### src/rtl/smb_pkg.sv
// Shared constants and types of the static memory bus pin block
package smb_pkg;
    // ==========================================
    // Bank decode
    localparam int unsigned NUM_BANKS    = 8;
    localparam int unsigned BANK_LSB     = 24;
    localparam int unsigned BANK_W       = 3;
    localparam int unsigned CS_AREA_BIT  = 27;  // Chip select area where address bit 27 is clear
    localparam int unsigned PORT_H_LO    = 4;   // Banks 4..7 share port H
    localparam int unsigned PORT_H_W     = 4;
    localparam int unsigned POL_BANK_LO  = 6;   // Selects with programmable
    localparam int unsigned POL_BANK_HI  = 7;   // polarity
    // ==========================================
    // Data pins
    localparam int unsigned DATA_W       = 32;
    localparam int unsigned LANES        = 4;
    localparam int unsigned IO_GRP_W     = 8;   // Port J and port I width
    localparam int unsigned IO_DATA_W    = 16;  // Data lines given to I/O
    // ==========================================
    // Types
    typedef struct packed {
        logic              write;
        logic [31:0]       addr;
        logic [DATA_W-1:0] wdata;
        logic [LANES-1:0]  byte_en;
    } smb_req_t;

    typedef enum logic [1:0] {
        SMB_IDLE,
        SMB_ACCESS,
        SMB_FINISH
    } smb_state_t;
endpackage : smb_pkg

### src/rtl/smb_pin_cell.sv
// Registered function/GPIO selector for a group of two-way pins
`timescale 1ns/1ps
module smb_pin_cell #(
    parameter int unsigned W = 4
) (
    input  wire logic         clk_sys_i,
    input  wire logic         rstn_i,
    input  wire logic [W-1:0] gpio_sel_i,   // 1 picks the I/O line
    input  wire logic [W-1:0] func_out_i,
    input  wire logic [W-1:0] func_oe_n_i,
    input  wire logic [W-1:0] func_idle_i,  // Level loaded during reset, with the pin not driven
    input  wire logic [W-1:0] gpio_out_i,
    input  wire logic [W-1:0] gpio_oe_n_i,
    output logic      [W-1:0] pin_out_o,
    output logic      [W-1:0] pin_oe_n_o
);
    // ==========================================
    // Per-pin select, registered so pins come from flops
    always_ff @(posedge clk_sys_i) begin
        if (!rstn_i) begin
            pin_out_o  <= func_idle_i;  // Functions rest at their idle level
            pin_oe_n_o <= '1;
        end else begin
            for (int i = 0; i < W; i++) begin
                if (gpio_sel_i[i]) begin
                    pin_out_o[i]  <= gpio_out_i[i];
                    pin_oe_n_o[i] <= gpio_oe_n_i[i];
                end else begin
                    pin_out_o[i]  <= func_out_i[i] | 1'b0;
                    pin_oe_n_o[i] <= func_oe_n_i[i];
                end
            end
        end
    end
endmodule : smb_pin_cell

### src/rtl/smb_ctrl.sv
// External static memory bus pin controller with chip selects and muxing
`timescale 1ns/1ps
// Summary of operation
// - A low wait-ready input stretches the transfer until it goes high.
// - External bus clock toggles only during an external cycle.
// - Active external clock follows the internal bus clock rate and phase.
// - Eight chip selects, banks 0 to 5 active low.
// - Port H select bit 0 gives chip select, 1 gives the I/O line.
// - Bank 6 and 7 chip selects have programmable polarity.
// - Data port select 1 turns a data byte into port J I/O.
// - Data port select 1 turns another data byte into port I I/O.
// - Low output enable to memory during reads.
// - Four low-active byte write strobes, one per lane.
module smb_ctrl
    import smb_pkg::*;
(
    input  wire logic                 clk_sys_i,
    input  wire logic                 rstn_i,
    // User request side
    input  wire logic                 req_valid_i,
    input  wire smb_req_t             req_i,
    output logic                      req_ready_o,
    output logic                      done_o,
    output logic [DATA_W-1:0]         rdata_o,
    // Configuration
    input  wire logic [PORT_H_W-1:0]  port_h_pin_select_i,
    input  wire logic                 data_pin_port_select_i,
    input  wire logic                 bank6_cs_active_high_i,
    input  wire logic                 bank7_cs_active_high_i,
    // GPIO side of the shared pins
    input  wire logic [PORT_H_W-1:0]  io_port_h_out_i,
    input  wire logic [PORT_H_W-1:0]  io_port_h_oe_n_i,
    input  wire logic [IO_GRP_W-1:0]  io_port_j_lines_out_i,
    input  wire logic [IO_GRP_W-1:0]  io_port_j_lines_oe_n_i,
    output logic      [IO_GRP_W-1:0]  io_port_j_lines_in_o,
    input  wire logic [IO_GRP_W-1:0]  io_port_i_lines_out_i,
    input  wire logic [IO_GRP_W-1:0]  io_port_i_lines_oe_n_i,
    output logic      [IO_GRP_W-1:0]  io_port_i_lines_in_o,
    // Memory pins
    output logic                      static_read_strobe_n_o,
    output logic                      read_not_write_o,
    input  wire logic                 external_wait_ready_i,
    output logic                      external_bus_clock_out_o,
    output logic [PORT_H_LO-1:0]      bank_cs_n_o,      // Banks 0..3
    output logic [PORT_H_W-1:0]       port_h_pin_out_o, // Banks 4..7
    output logic [PORT_H_W-1:0]       port_h_pin_oe_n_o,
    output logic [LANES-1:0]          byte_write_strobe_n_o,
    input  wire logic [DATA_W-1:0]    data_pin_i,
    output logic [DATA_W-1:0]         data_pin_out_o,
    output logic [DATA_W-1:0]         data_pin_oe_n_o
);
    // ==========================================
    // Declarations
    smb_state_t          state_reg;
    smb_req_t            cur_reg;
    logic                phase_reg;
    logic                bus_tick;
    logic                wait_s1_reg, wait_s2_reg;
    logic [DATA_W-1:0]   din_s1_reg, din_s2_reg;
    logic [NUM_BANKS-1:0] bank_hit;
    logic [NUM_BANKS-1:0] cs_level;
    logic [NUM_BANKS-1:0] cs_idle;
    logic                settle_reg;
    logic [BANK_W-1:0]   bank_idx;
    logic                active;
    logic                drive_data;
    logic [DATA_W-1:0]   dfunc_oe_n;
    logic [DATA_W-1:0]   dgpio_out;
    logic [DATA_W-1:0]   dgpio_oe_n;
    logic [DATA_W-1:0]   dgpio_sel;

    // ==========================================
    // Bus clock divider: one enable pulse every second cycle
    always_ff @(posedge clk_sys_i) begin
        if (!rstn_i) begin
            phase_reg <= 1'b0;
        end else begin
            phase_reg <= ~phase_reg;
        end
    end
    assign bus_tick = phase_reg;

    // ==========================================
    // Pin input synchronisers
    always_ff @(posedge clk_sys_i) begin
        if (!rstn_i) begin
            wait_s1_reg <= 1'b0;
            wait_s2_reg <= 1'b0;
            din_s1_reg  <= '0;
            din_s2_reg  <= '0;
        end else begin
            wait_s1_reg <= external_wait_ready_i;
            wait_s2_reg <= wait_s1_reg;
            din_s1_reg  <= data_pin_i;
            din_s2_reg  <= din_s1_reg;
        end
    end

    // ==========================================
    // Transfer sequencer
    always_ff @(posedge clk_sys_i) begin
        if (!rstn_i) begin
            state_reg <= SMB_IDLE;
            cur_reg   <= '0;
            settle_reg <= 1'b0;
            done_o    <= 1'b0;
            rdata_o   <= '0;
        end else begin
            done_o <= 1'b0;
            unique case (state_reg)
                SMB_IDLE: begin
                    if (bus_tick && req_valid_i) begin
                        cur_reg   <= req_i;
                        state_reg <= SMB_ACCESS;
                        settle_reg <= 1'b1;
                    end
                end
                SMB_ACCESS: begin
                    // Sample wait on bus clock edges only; the first tick
                    // just lets pins and data reach the synchronisers
                    if (bus_tick && settle_reg) begin
                        settle_reg <= 1'b0;
                    end else if (bus_tick && wait_s2_reg) begin
                        if (!cur_reg.write) begin
                            rdata_o <= din_s2_reg;
                        end
                        state_reg <= SMB_FINISH;
                    end
                end
                SMB_FINISH: begin
                    done_o    <= 1'b1;
                    state_reg <= SMB_IDLE;
                end
            endcase
        end
    end

    // Ready only in idle on a tick edge window
    always_ff @(posedge clk_sys_i) begin
        if (!rstn_i) begin
            req_ready_o <= 1'b0;
        end else begin
            req_ready_o <= (state_reg == SMB_IDLE) && !phase_reg
                           && !(bus_tick && req_valid_i);
        end
    end

    assign active = (state_reg == SMB_ACCESS);

    // ==========================================
    // External bus clock, gated to external cycles
    always_ff @(posedge clk_sys_i) begin
        if (!rstn_i) begin
            external_bus_clock_out_o <= 1'b0;
        end else if (active) begin
            external_bus_clock_out_o <= ~phase_reg;
        end else begin
            external_bus_clock_out_o <= 1'b0;
        end
    end

    // ==========================================
    // Read/write strobes
    always_ff @(posedge clk_sys_i) begin
        if (!rstn_i) begin
            static_read_strobe_n_o <= 1'b1;
            read_not_write_o       <= 1'b1;
            byte_write_strobe_n_o  <= '1;
        end else begin
            static_read_strobe_n_o <= ~(active && !cur_reg.write);
            read_not_write_o       <= ~(active && cur_reg.write);
            for (int i = 0; i < LANES; i++) begin
                byte_write_strobe_n_o[i] <=
                    ~(active && cur_reg.write && cur_reg.byte_en[i]);
            end
        end
    end

    // ==========================================
    // Bank decode and chip select levels
    assign bank_idx = cur_reg.addr[BANK_LSB +: BANK_W];
    always_comb begin
        for (int b = 0; b < NUM_BANKS; b++) begin
            bank_hit[b] = active && !cur_reg.addr[CS_AREA_BIT]
                          && (bank_idx == b[BANK_W-1:0]);
            cs_idle[b]  = 1'b1;
        end
        cs_idle[POL_BANK_LO] = ~bank6_cs_active_high_i;
        cs_idle[POL_BANK_HI] = ~bank7_cs_active_high_i;
        cs_level   = cs_idle ^ bank_hit;
    end

    always_ff @(posedge clk_sys_i) begin
        if (!rstn_i) begin
            bank_cs_n_o <= '1;
        end else begin
            bank_cs_n_o <= cs_level[PORT_H_LO-1:0];
        end
    end

    // ==========================================
    // Port H pins: chip select or I/O line
    smb_pin_cell #(
        .W (PORT_H_W)
    ) u_port_h (
        .clk_sys_i   (clk_sys_i),
        .rstn_i      (rstn_i),
        .gpio_sel_i  (port_h_pin_select_i),
        .func_out_i  (cs_level[NUM_BANKS-1:PORT_H_LO]),   // Same edge as 0..3
        .func_oe_n_i ({PORT_H_W{1'b0}}),
        .func_idle_i (cs_idle[NUM_BANKS-1:PORT_H_LO]),
        .gpio_out_i  (io_port_h_out_i),
        .gpio_oe_n_i (io_port_h_oe_n_i),
        .pin_out_o   (port_h_pin_out_o),
        .pin_oe_n_o  (port_h_pin_oe_n_o)
    );

    // ==========================================
    // Data pins: bus data or port J / port I lines
    assign drive_data = active && cur_reg.write;
    always_comb begin
        dfunc_oe_n = {DATA_W{~drive_data}};
        dgpio_out  = {{(DATA_W-IO_DATA_W){1'b0}},
                      io_port_i_lines_out_i, io_port_j_lines_out_i};
        dgpio_oe_n = {{(DATA_W-IO_DATA_W){1'b1}},
                      io_port_i_lines_oe_n_i, io_port_j_lines_oe_n_i};
        dgpio_sel  = {{(DATA_W-IO_DATA_W){1'b0}},
                      {IO_DATA_W{data_pin_port_select_i}}};
    end

    smb_pin_cell #(
        .W (DATA_W)
    ) u_data (
        .clk_sys_i   (clk_sys_i),
        .rstn_i      (rstn_i),
        .gpio_sel_i  (dgpio_sel),
        .func_out_i  (cur_reg.wdata),
        .func_oe_n_i (dfunc_oe_n),
        .func_idle_i ({DATA_W{1'b0}}),
        .gpio_out_i  (dgpio_out),
        .gpio_oe_n_i (dgpio_oe_n),
        .pin_out_o   (data_pin_out_o),
        .pin_oe_n_o  (data_pin_oe_n_o)
    );

    // Synchronised I/O inputs back to the port logic
    always_ff @(posedge clk_sys_i) begin
        if (!rstn_i) begin
            io_port_j_lines_in_o <= '0;
            io_port_i_lines_in_o <= '0;
        end else begin
            io_port_j_lines_in_o <= din_s2_reg[IO_GRP_W-1:0];
            io_port_i_lines_in_o <= din_s2_reg[IO_DATA_W-1:IO_GRP_W];
        end
    end
endmodule : smb_ctrl

### config.mk
export PLATFORM = sky130hd
export DESIGN_NAME = smb_ctrl
export DESIGN_NICKNAME = d
export VERILOG_FILES = /design/src/rtl/smb_pkg.sv /design/src/rtl/smb_pin_cell.sv /design/src/rtl/smb_ctrl.sv
export SDC_FILE = /design/constraint.sdc
export NUM_CORES = 1
export LEC_CHECK = 0
export ABC_AREA = 1
export BUFFER_PORTS_ARGS = -buffer_cell sky130_fd_sc_hd__buf_2
export CORE_ASPECT_RATIO = 0.7
export CORE_MARGIN = 8
export CORE_UTILIZATION = 45
export CTS_CLUSTER_SIZE = 8
export DETAILED_ROUTE_END_ITERATION = 7
export GPL_TIMING_DRIVEN = 0
export PLACE_DENSITY = 0.84
export SLEW_MARGIN = 20
export SYNTH_ARGS = -nofsm -noshare
export SYNTH_HDL_FRONTEND = slang
export SYNTH_HIERARCHICAL = 1
export SYNTH_SLANG_ARGS = --single-unit
### constraint.sdc
create_clock -name clk_sys_i -period 5.1 [get_ports clk_sys_i]
set_input_delay 1.02 -clock clk_sys_i [delete_from_list [all_inputs] [get_ports clk_sys_i]]
set_output_delay 1.02 -clock clk_sys_i [all_outputs]
set_load 0.02 [all_outputs]
==> results of run 1 <==
## path summary, 6_finish.rpt
kind              slack (ns)  cells past startpoint                        to    startpoint
hold reg to reg         0.39                      1  byte_write_strobe_n_o[0]    cur_reg[0]
setup reg to reg        3.16                      5          read_not_write_o  state_reg[1]
setup / recovery        3.08                      1                rdata_o[3]    rdata_o[3]
hold / removal          0.39                      1  byte_write_strobe_n_o[0]    cur_reg[0]
## routing by layer
| metal | wire (um) | global-route usage [%] | vias up |
|---|---|---|---|
| li1 | - | - | 4179 |
| met1 | 10210 | 23.14 | 3458 |
| met2 | 11330 | 32.61 | 226 |
| met3 | 1773 | 4.458 | 51 |
| met4 | 585 | 5.853 | 0 |
| met5 | 0 | 0 | - |
## power groups by stage
stage	sequential (mW)	clock [mW]	combinational, mW
global route	2.10	2.19	0.727
floorplan	2.20	0	0.341
CTS	2.09	2.11	0.646
global placement	2.12	0	0.628
detailed placement	2.13	0	0.643
finish	2.09	2.05	0.647
## cell type report
class | instances | area [um2]
Fill cell | 1774 | 7697
Multi-Input combinational cell | 789 | 3257
Timing Repair Buffer | 256 | 1281
Sequential cell | 244 | 4885
Clock inverter | 1 | 30.03
Clock buffer | 37 | 925.9
Inverter | 240 | 900.9
Tap cell | 270 | 337.8
Buffer | 44 | 322.8
## stage by stage
| stage | setup slack, ns | hold WS, ns | power (mW) |
|---|---|---|---|
| 2_1_floorplan | 3.369 | 0.3659 | 2.542 |
| 3_3_place_gp | 2.678 | 0.3739 | 2.748 |
| 3_5_place_dp | 2.856 | 0.3757 | 2.769 |
| 4_1_cts | 3.039 | 0.3875 | 4.843 |
| 5_1_grt | 2.955 | 0.4075 | 5.022 |
| 6_report | 3.075 | 0.3900 | 4.789 |
## cells by family after synthesis
group	count (synthesis)	synth area share, %
AO/OA/AOI/OAI	47	2.635
adder cells (fa/ha/maj)	4	0.5606
AND/OR/NAND/NOR	618	28.10
flip-flops	244	54.72
XOR/XNOR	2	0.1963
buffers and inverters	284	13.71
other	2	0.08412
## cell usage in the layout, fill, tap and decap left out, types with 2 or more instances in the layout
| cell type | n |
|---|---|
| nand2_1 | 456 |
| buf_2 | 273 |
| dfxtp_1 | 244 |
| inv_1 | 237 |
| conb_1 | 118 |
| nand3_1 | 74 |
| nor2_1 | 71 |
| a21oi_1 | 43 |
| clkbuf_16 | 37 |
| buf_6 | 11 |
| nand3_2 | 9 |
| clkbuf_1 | 7 |
| buf_4 | 4 |
| o21ai_0 | 4 |
| ha_1 | 4 |
| nor3_1 | 3 |
| inv_2 | 3 |
| xor2_1 | 2 |
| nand2_2 | 2 |
| buf_1 | 2 |
| buf_8 | 2 |
==> run_results.csv, run 1 <==
group,metric,value,unit
route,via_per_inst,4.207,
clock_tree,cts_setup_buffers,0,
critical_path,crit_chain,"buf_2",
floorplan,initial_core_util,45.46,%
hold_path,hold_class,"reg -> reg",
route,first_pass_iters,5,
synthesis,synth_edf_count,0,
pwr,p_sw,1.210,mW
synthesis,synth_area,8927,um2
cells_and_area,postLayoutCoreUtil,60.80,%
placement,gp_congestion,0.8488,
critical_path,cp-end-kind,"output port",
route,routed_wirelength,23.90,mm
timing,setup_tns,0,ns
synthesis,synth_cell_types,24,
synthesis,synth_area_per_cell,7.433,um2
synthesis,synthFlopType,"dfxtp_1",
synthesis,synth_most_common_cell,"nand2_1",
critical_path,start_kind,"flop",
synthesis,ys_ff_latch,244,
pwr,p_leak,6.500,nW
grt,grt_max_degree,49,
synthesis,ys.warnings.count,6,
timing,worstMarginPinSlew,0.8054,ns
clock_tree,hold_buffers,0,
pwr,p_clk_share,42.8,%
critical_path,crit_type,"reg -> out",
critical_path,critPathRequiredTime,4.08,ns
clock_tree,clockBufferDepth,3,
timing,slew_violations,0,
route,final_antenna_net_count,0,
clock_tree,cts_buffers,36,
route,post_drt_wl_per_cell,12.71,um
synthesis,synthCells,1201,
cells_and_area,fin_cells,1881,
timing,fmax,493.9,MHz
placement,dp_hpwl,18.13,mm
cells_and_area,area_delta_synth_final,33.75,%
route,drc_errors,0,
synthesis,yosys-top-cells-area,"dfxtp_1 55%, nand2_1 19%, inv_1 10%",
floorplan,pin_count,285,
route,vias,7914,
timing,finalClockSkew,0.01220,ns
grt,grt_usage,18.94,%
floorplan,fp-row-count,43,
grt,grt_pass1_vias,7716,
clock_tree,cts_tree,"yes",
pwr,seqPwrFrac,43.7,%
synthesis,netlist.area_leader.share,54.72,%
cells_and_area,n_antenna_cell,0,
synthesis,synth.largest_area_cell,"dfxtp_1",
clock_tree,h-tree-depth,2,
synthesis,async_reset_ff_share,0,%
timing,post-route-min-period,2.025,ns
critical_path,crit_fanout,2,
placement,port_buffers,256,
timing,rsz0062_at_grt,"false",
clock_tree,clkLatencyLatePin,0.48,ns
critical_path,worst-path-buf-inv,1,
grt,grt-ovfl-total,0,
grt,antenna_found_initial,0,
grt,grt_pass1_wl,38.08,mm
placement,dpl_cell_area,10980,um2
status,outcome,"finished, final reports clean",
cells_and_area,largest_reg_flops,38,
floorplan,core,19640,um2
timing,hold_violations,0,
critical_path,arrival,1.00,ns
synthesis,seq_area_frac_synth,54.72,%
cells_and_area,final_area,11940,um2
timing,setup_viol,0,
pwr,p_comb_share,13.5,%
floorplan,die_area,24670,um2
critical_path,critical_path.slowest_cell,"dfxtp_1",
pwr,p_int,3.579,mW
clock_tree,cts_root_buf,"clkbuf_16",
run,max_cap_violations,0,
critical_path,cp_top_family,"flip-flops",
pwr,p_per_area,401.1,nW/um2
floorplan,die_y,133.8,um
pwr,ir_drop,0.1957,mV
floorplan,die_w,184.3,um
cells_and_area,nNetsFinal,1767,
clock_tree,cts_resized,0,
route,drtIter0Drc,348,
cells_and_area,drive_above_1_share,21.42,%
critical_path,max_stage_delay,0.35,ns
clock_tree,path_clk_slew,0.05,ns
pwr,p_sw_share,25.26,%
timing,slew_headroom,46.31,%
placement,dp.cells,1843,
synthesis,synthTopCellsByCount,"457 x nand2_1, 244 x dfxtp_1, 237 x inv_1",
timing,post-route-period-util,39.70,%
clock_tree,clkSinkCount,244,
Note: power is estimated with default switching activity, not from simulation.
==> run 2, diff against run 1 <==
Clock period 5.1 ns to 2.1 ns, I/O delays scaled along.
==> run 2 against run 1 <==
Net effect:
- clock skew hardly changed
- total power is 140% higher
- die area stayed put
- count of clock-buffer cells in the layout stayed put
- register-to-register slack worse by 2.8 ns
- global-route usage stayed put
- sequential cell count stayed put
- largest power group unchanged
- sequential share of layout area hardly changed
- highest routed layer unchanged
- wire length hardly changed
- via count hardly changed
- combinational power is 140% higher
==> run_results.csv, run 2 (synthesis gave the netlist of run 1 again) <==
group,metric,value,unit
grt,antenna_found_initial,0,
critical_path,arrival,2.17,ns
critical_path,start_kind,"flop",
clock_tree,clkSinkCount,244,
critical_path,crit_top_cell,"nand2_1",
floorplan,pin_count,285,
route,routed_wirelength,23.90,mm
timing,setup_tns,0,ns
cells_and_area,largest_reg_flops,38,
route,vias,7918,
clock_tree,clockBufferDepth,3,
floorplan,die_area,24670,um2
grt,grt_usage,18.94,%
cells_and_area,area_delta_synth_final,33.81,%
cells_and_area,n_antenna_cell,0,
clock_tree,path_clk_slew,0.05,ns
pwr,p_sw_share,25.29,%
critical_path,critical_path.slowest_cell,"ha_1",
critical_path,r2r-end,"u_port_h/pin_out_o[2]",
floorplan,fp-row-count,43,
timing,finalClockSkew,0.01263,ns
timing,post-route-period-util,83.35,%
route,post_drt_wl_per_cell,12.70,um
grt,grt_max_degree,49,
pwr,p_int,8.693,mW
route,first_pass_iters,5,
pwr,ir_drop,0.4753,mV
timing,worstMarginPinSlew,0.8039,ns
critical_path,crit_chain,"inv_1, ha_1, nand2_1, nor3_1, xor2_1, inv_1, nand2_1, nand3_1, nand2_1",
critical_path,reg2reg_depth,9,
floorplan,die_w,184.3,um
grt,met2_usage,32.61,%
floorplan,die_y,133.8,um
critical_path,rrSetupSlack,0.35,ns
grt,grt_pass1_wl,38.08,mm
route,final_antenna_net_count,0,
pwr,p_per_area,974.0,nW/um2
clock_tree,clkLatencyLatePin,0.48,ns
critical_path,crit_fanout,7,
grt,grt_use_met3,4.458,%
pwr,p_leak,6.512,nW
placement,dpl_cell_area,10980,um2
cells_and_area,final_cell_mix,"456 x nand2_1, 273 x buf_2, 244 x dfxtp_1",
placement,dp_hpwl,18.13,mm
timing,slew_violations,0,
grt,grt-ovfl-total,0,
pwr,p_comb_share,13.5,%
grt,top_usage_layer,"met2",
floorplan,initial_core_util,45.46,%
pwr,seqPwrFrac,43.6,%
cells_and_area,postLayoutCoreUtil,60.83,%
critical_path,worst-path-buf-inv,2,
critical_path,max_stage_delay,0.37,ns
hold_path,hold_class,"in -> reg",
hold_path,min_from,"data_pin_i[4]",
route,drc_errors,0,
timing,fmax,571.3,MHz
critical_path,r2r_start,"state_reg[1]",
hold_path,hold_depth,3,
pwr,power,11.64,mW
timing,setup_viol,0,
placement,gp_congestion,0.8488,
timing,rsz0062_at_grt,"false",
cells_and_area,drive_above_1_share,21.42,%
route,via_per_inst,4.209,
critical_path,crit_type,"reg -> reg",
hold_path,min_to,"din_s1_reg[4]",
floorplan,core,19640,um2
pwr,p_clk_share,42.8,%
timing,slew_headroom,46.41,%
cells_and_area,nNetsFinal,1767,
clock_tree,cts_tree,"yes",
timing,post-route-min-period,1.750,ns
critical_path,critPathRequiredTime,2.52,ns
clock_tree,cts_root_buf,"clkbuf_16",
critical_path,cp-end-kind,"flop",
grt,grt_pass1_vias,7716,
timing,holdWs,0.1256,ns
clock_tree,cts_buffers,36,
timing,hold_violations,0,
cells_and_area,layout_commonest_cell,"nand2_1",
route,drtIter0Drc,352,
status,outcome,"finished, final reports clean",
grt,grt_util_met1,23.14,%
cells_and_area,final_area,11950,um2
critical_path,cp_top_family,"simple AND/OR/NAND/NOR gates",
clock_tree,h-tree-depth,2,
run,max_cap_violations,0,
placement,port_buffers,256,
pwr,p_sw,2.942,mW
-- run 2: metrics by stage --
step / setup WS (ns) / std cells
after floorplan: 0.4428 / 1317
after global placement: -0.3223 / 1843
after detailed placement: 0.1443 / 1843
after CTS: 0.1324 / 1881
after global routing: 0.2126 / 1881
final: 0.3496 / 1881
-- run 2: cell type report --
type	instances	area, um2
plain buffers	44	322.8
clock buffers	37	925.9
clock inverters	1	30.03
fillers	1773	7692
inverters	240	900.9
multi-input cells	789	3262
flip-flops and latches	244	4885
well taps	270	337.8
repair buffers	256	1281
-- run 2: worst register-to-register path: stages, from the launching register on --
cell,delay [ns]
dfxtp_1,0.31
inv_1,0.12
ha_1,0.37
nand2_1,0.16
nor3_1,0.35
xor2_1,0.18
inv_1,0.05
nand2_1,0.06
nand3_1,0.06
nand2_1,0.06
-- run 2: power groups by stage --
stage	clock network, mW	registers, mW	logic [mW]
3_3_place_gp	0	5.15	1.52
2_1_floorplan	0	5.35	0.827
5_1_grt	5.33	5.10	1.77
6_report	4.98	5.08	1.58
3_5_place_dp	0	5.16	1.56
4_1_cts	5.12	5.08	1.57
-- run 2: how the worst max path moves through the flow --
stage	slack (ns)	to	depth (start not counted)	from
2_1_floorplan	0.44	byte_write_strobe_n_o[0]	5	state_reg[1]
3_3_place_gp	-0.32	byte_write_strobe_n_o[1]	5	state_reg[1]
3_5_place_dp	0.14	read_not_write_o	5	state_reg[1]
4_1_cts	0.13	read_not_write_o	5	state_reg[1]
5_1_grt	0.21	u_port_h/pin_out_o[2]	9	state_reg[1]
6_report	0.35	u_port_h/pin_out_o[2]	9	state_reg[1]
-- run 2: repair_timing --
item / in CTS / in global routing
gates resized for setup: 0 / 1
setup buffers: 0 / 0
hold buffers: 0 / 0
setup endpoints to repair: 0 / 5
-- run 2: layer usage --
layer  wire [um]  up-vias
met4         576        0
li1            -     4177
met3        1771       51
met5           0        -
met1       10220     3466
met2       11330      224
==> run 3, diff against run 2 <==
Settings changed: ABC_AREA 1 to 0, PLACE_DENSITY 0.84 to 0.85.
Clock period 2.1 ns to 1.7 ns, I/O delays scaled along.
==> run 3 against run 2 <==
Net effect:
- largest power group is now the clock network
- synthesized cell count down 30%
- sequential cell count unchanged
- combinational power rose by 15%
- sequential power is 22% higher
- utilization rose by 0.53 points
- sequential share of layout area up 1.8 points
- non-clock buffer count increased by 9
- die area shrank 4.8%
==> run_results.csv, run 3 <==
group,metric,value,unit
status,outcome,"finished, final reports clean",
route,routed_wirelength,23.28,mm
cells_and_area,multi_input_area,3613,um2
clock_tree,h-tree-depth,2,
cells_and_area,final_area,11450,um2
timing,slew_headroom,30.76,%
critical_path,critical_path.slowest_cell,"dfxtp_1",
timing,post-route-period-util,93.49,%
placement,dp_hpwl,16.97,mm
timing,rsz0062_at_grt,"false",
route,drc_errors,0,
clock_tree,hold_buffers,0,
floorplan,die_area,23480,um2
pwr,p_leak,5.303,nW
clock_tree,clkSinkCount,244,
synthesis,synth_most_common_cell,"dfxtp_1",
synthesis,synthFlopType,"dfxtp_1",
placement,dpl_cell_area,10410,um2
critical_path,rrSetupSlack,0.11,ns
synthesis,synth.largest_area_cell,"dfxtp_1",
grt,grt_pass1_vias,7085,
synthesis,synth_cell_types,33,
hold_path,min_from,"data_pin_i[28]",
timing,post-route-min-period,1.589,ns
grt,grt_pass1_wl,36.49,mm
clock_tree,clockBufferDepth,3,
placement,gp_congestion,0.7843,
clock_tree,cts_root_buf,"clkbuf_16",
floorplan,pin_count,285,
clock_tree,cts_buffers,36,
timing,finalClockSkew,0.01920,ns
cells_and_area,layout_commonest_cell,"buf_2",
synthesis,ys_ff_latch,244,
synthesis,async_reset_ff_share,0,%
pwr,power,14.39,mW
critical_path,reg2reg_depth,6,
timing,hold_violations,0,
critical_path,max_stage_delay,0.42,ns
timing,slew_violations,0,
synthesis,synth_area,8446,um2
timing,setup_viol,0,
route,drtIter0Drc,344,
synthesis,synthCells,837,
timing,worstMarginPinSlew,1.039,ns
critical_path,endpoint,"cur_reg[25]",
cells_and_area,nNetsFinal,1387,
critical_path,crit_start,"state_reg[0]",
critical_path,crit_fanout,10,
critical_path,crit_chain,"inv_1, ha_1, nand3_2, buf_2, nand2_1, a21boi_1",
cells_and_area,area_delta_synth_final,35.53,%
run,max_cap_violations,0,
hold_path,hold_class,"in -> reg",
route,vias,6897,
synthesis,seq_area_frac_synth,57.84,%
critical_path,cp-end-kind,"flop",
placement,dp.cells,1435,
critical_path,r2r-end,"cur_reg[25]",
placement,port_buffers,256,
cells_and_area,drive_above_1_share,28.14,%
timing,setup_tns,0,ns
clock_tree,path_clk_slew,0.05,ns
critical_path,critPathRequiredTime,2.14,ns
placement,post-place-ws,-0.4250,ns
grt,grt_usage,19.23,%
route,via_per_inst,4.666,
route,post_drt_wl_per_cell,15.75,um
cells_and_area,regArea,4885,um2
clock_tree,clkLatencyLatePin,0.52,ns
cells_and_area,final_cell_mix,"267 x buf_2, 244 x dfxtp_1, 131 x nand2_1",
cells_and_area,fin_cells,1478,
pwr,p_per_area,1257,nW/um2
floorplan,initial_core_util,45.27,%
timing,fmax,629.2,MHz
floorplan,fp-row-count,42,
synthesis,synthTopCellsByCount,"244 x dfxtp_1, 132 x nand2_1, 85 x and2_1",
grt,antenna_found_initial,3,
floorplan,die_y,130.6,um
floorplan,die_w,179.7,um
synthesis,yosys-top-cells-area,"dfxtp_1 58%, mux2i_1 8.7%, a21boi_1 6.5%",
pwr,ir_drop,0.9326,mV
critical_path,arrival,2.03,ns
synthesis,synth_edf_count,0,
synthesis,ys.warnings.count,6,
critical_path,crit_type,"reg -> reg",
route,final_antenna_net_count,0,
critical_path,r2r_start,"state_reg[0]",
synthesis,synth_area_per_cell,10.09,um2
synthesis,netlist.area_leader.share,57.84,%
cells_and_area,largest_reg_flops,38,
clock_tree,cts_tree,"yes",
critical_path,start_kind,"flop",
cells_and_area,fillers,1543,
timing,fin_ws,0.1106,ns
grt,grt_max_degree,33,
route,first_pass_iters,5,
floorplan,core,18660,um2
grt,grt-ovfl-total,0,
## run 3: cell types whose count changed in the layout (fill, tap and decap cells not counted), sizes merged, moves of 16 or more
| cell | change |
|---|---|
| mux2i | +73 |
| o21ai | +29 |
| conb | -16 |
| and2 | +85 |
| nand2 | -326 |
| nand3 | -51 |
| a21boi | +74 |
| inv | -231 |
| nor2 | -31 |
## run 3: kinds of logic (layout without fill, tap and decap cells)
kind of cell,count (synthesis),after routing,share of synthesized area [%]
AND/OR/NAND/NOR,304,304,17.05
flip-flops,244,244,57.84
AO/OA/AOI/OAI,148,148,11.45
multiplexers,73,73,8.652
buffers and inverters,60,356,4.119
adder cells (fa/ha/maj),4,4,0.5926
other,2,105,0.08892
XOR/XNOR,2,2,0.2074
## run 3: critical path: cells and delay by family, from the launching register on
family | cells | cell delay [ns]
flops | 1 | 0.42
buf+inv | 2 | 0.37
simple gates | 2 | 0.28
fa+ha+maj | 1 | 0.27
compound gates | 1 | 0.17
## run 3: where the power goes
group / leakage, nW / total, mW / switching (mW) / internal, mW
clock: 0.489 / 6.40 / 2.46 / 3.94
combinational: 2.81 / 1.82 / 1.13 / 0.684
sequential: 2.01 / 6.18 / 0.125 / 6.05
total: 5.30 / 14.4 / 3.71 / 10.7
## run 3: metal layers
layer  GRT usage, %  vias to the layer above  share of wire, %
met5              0                        -             0.043
met4          8.842                        2               3.5
met3          6.133                       59               7.2
met2          31.57                      244                46
met1          23.07                     3163                43
li1               -                     3429                 -
## run 3: final cells by class
| cell class | count | area share [%] |
|---|---|---|
| antenna | 3 | 0.06559 |
| buffer | 53 | 2.875 |
| clock buffer | 36 | 7.871 |
| clock inverter | 4 | 0.8745 |
| inverter | 7 | 0.2296 |
| multi-input combinational | 633 | 31.57 |
| sequential | 244 | 42.68 |
| tap | 242 | 2.645 |
| timing repair buffer | 256 | 11.19 |
## run 3: repair_timing
item	4_1_cts	5_1_grt
setup buffers	0	0
endpoints found under the setup margin	72	48
gates resized for setup	8	3
## run 3: worst min path at each step
stage / cells after the start / end / slack (ns)
2_1_floorplan: 1 / byte_write_strobe_n_o[0] / 0.36
3_3_place_gp: 1 / byte_write_strobe_n_o[2] / 0.37
3_5_place_dp: 1 / byte_write_strobe_n_o[1] / 0.37
4_1_cts: 2 / din_s1_reg[19] / 0.01
5_1_grt: 2 / din_s1_reg[2] / 0.02
6_report: 2 / din_s1_reg[28] / 0.03
## run 3: through the flow
step,utilization (%),hold WS (ns)
after detailed placement,55.77,0.3673
final,61.35,0.03459
after CTS,61.23,0.01329
after global routing,61.34,0.01538
after global placement,55.77,0.3654
after floorplan,-,0.3582
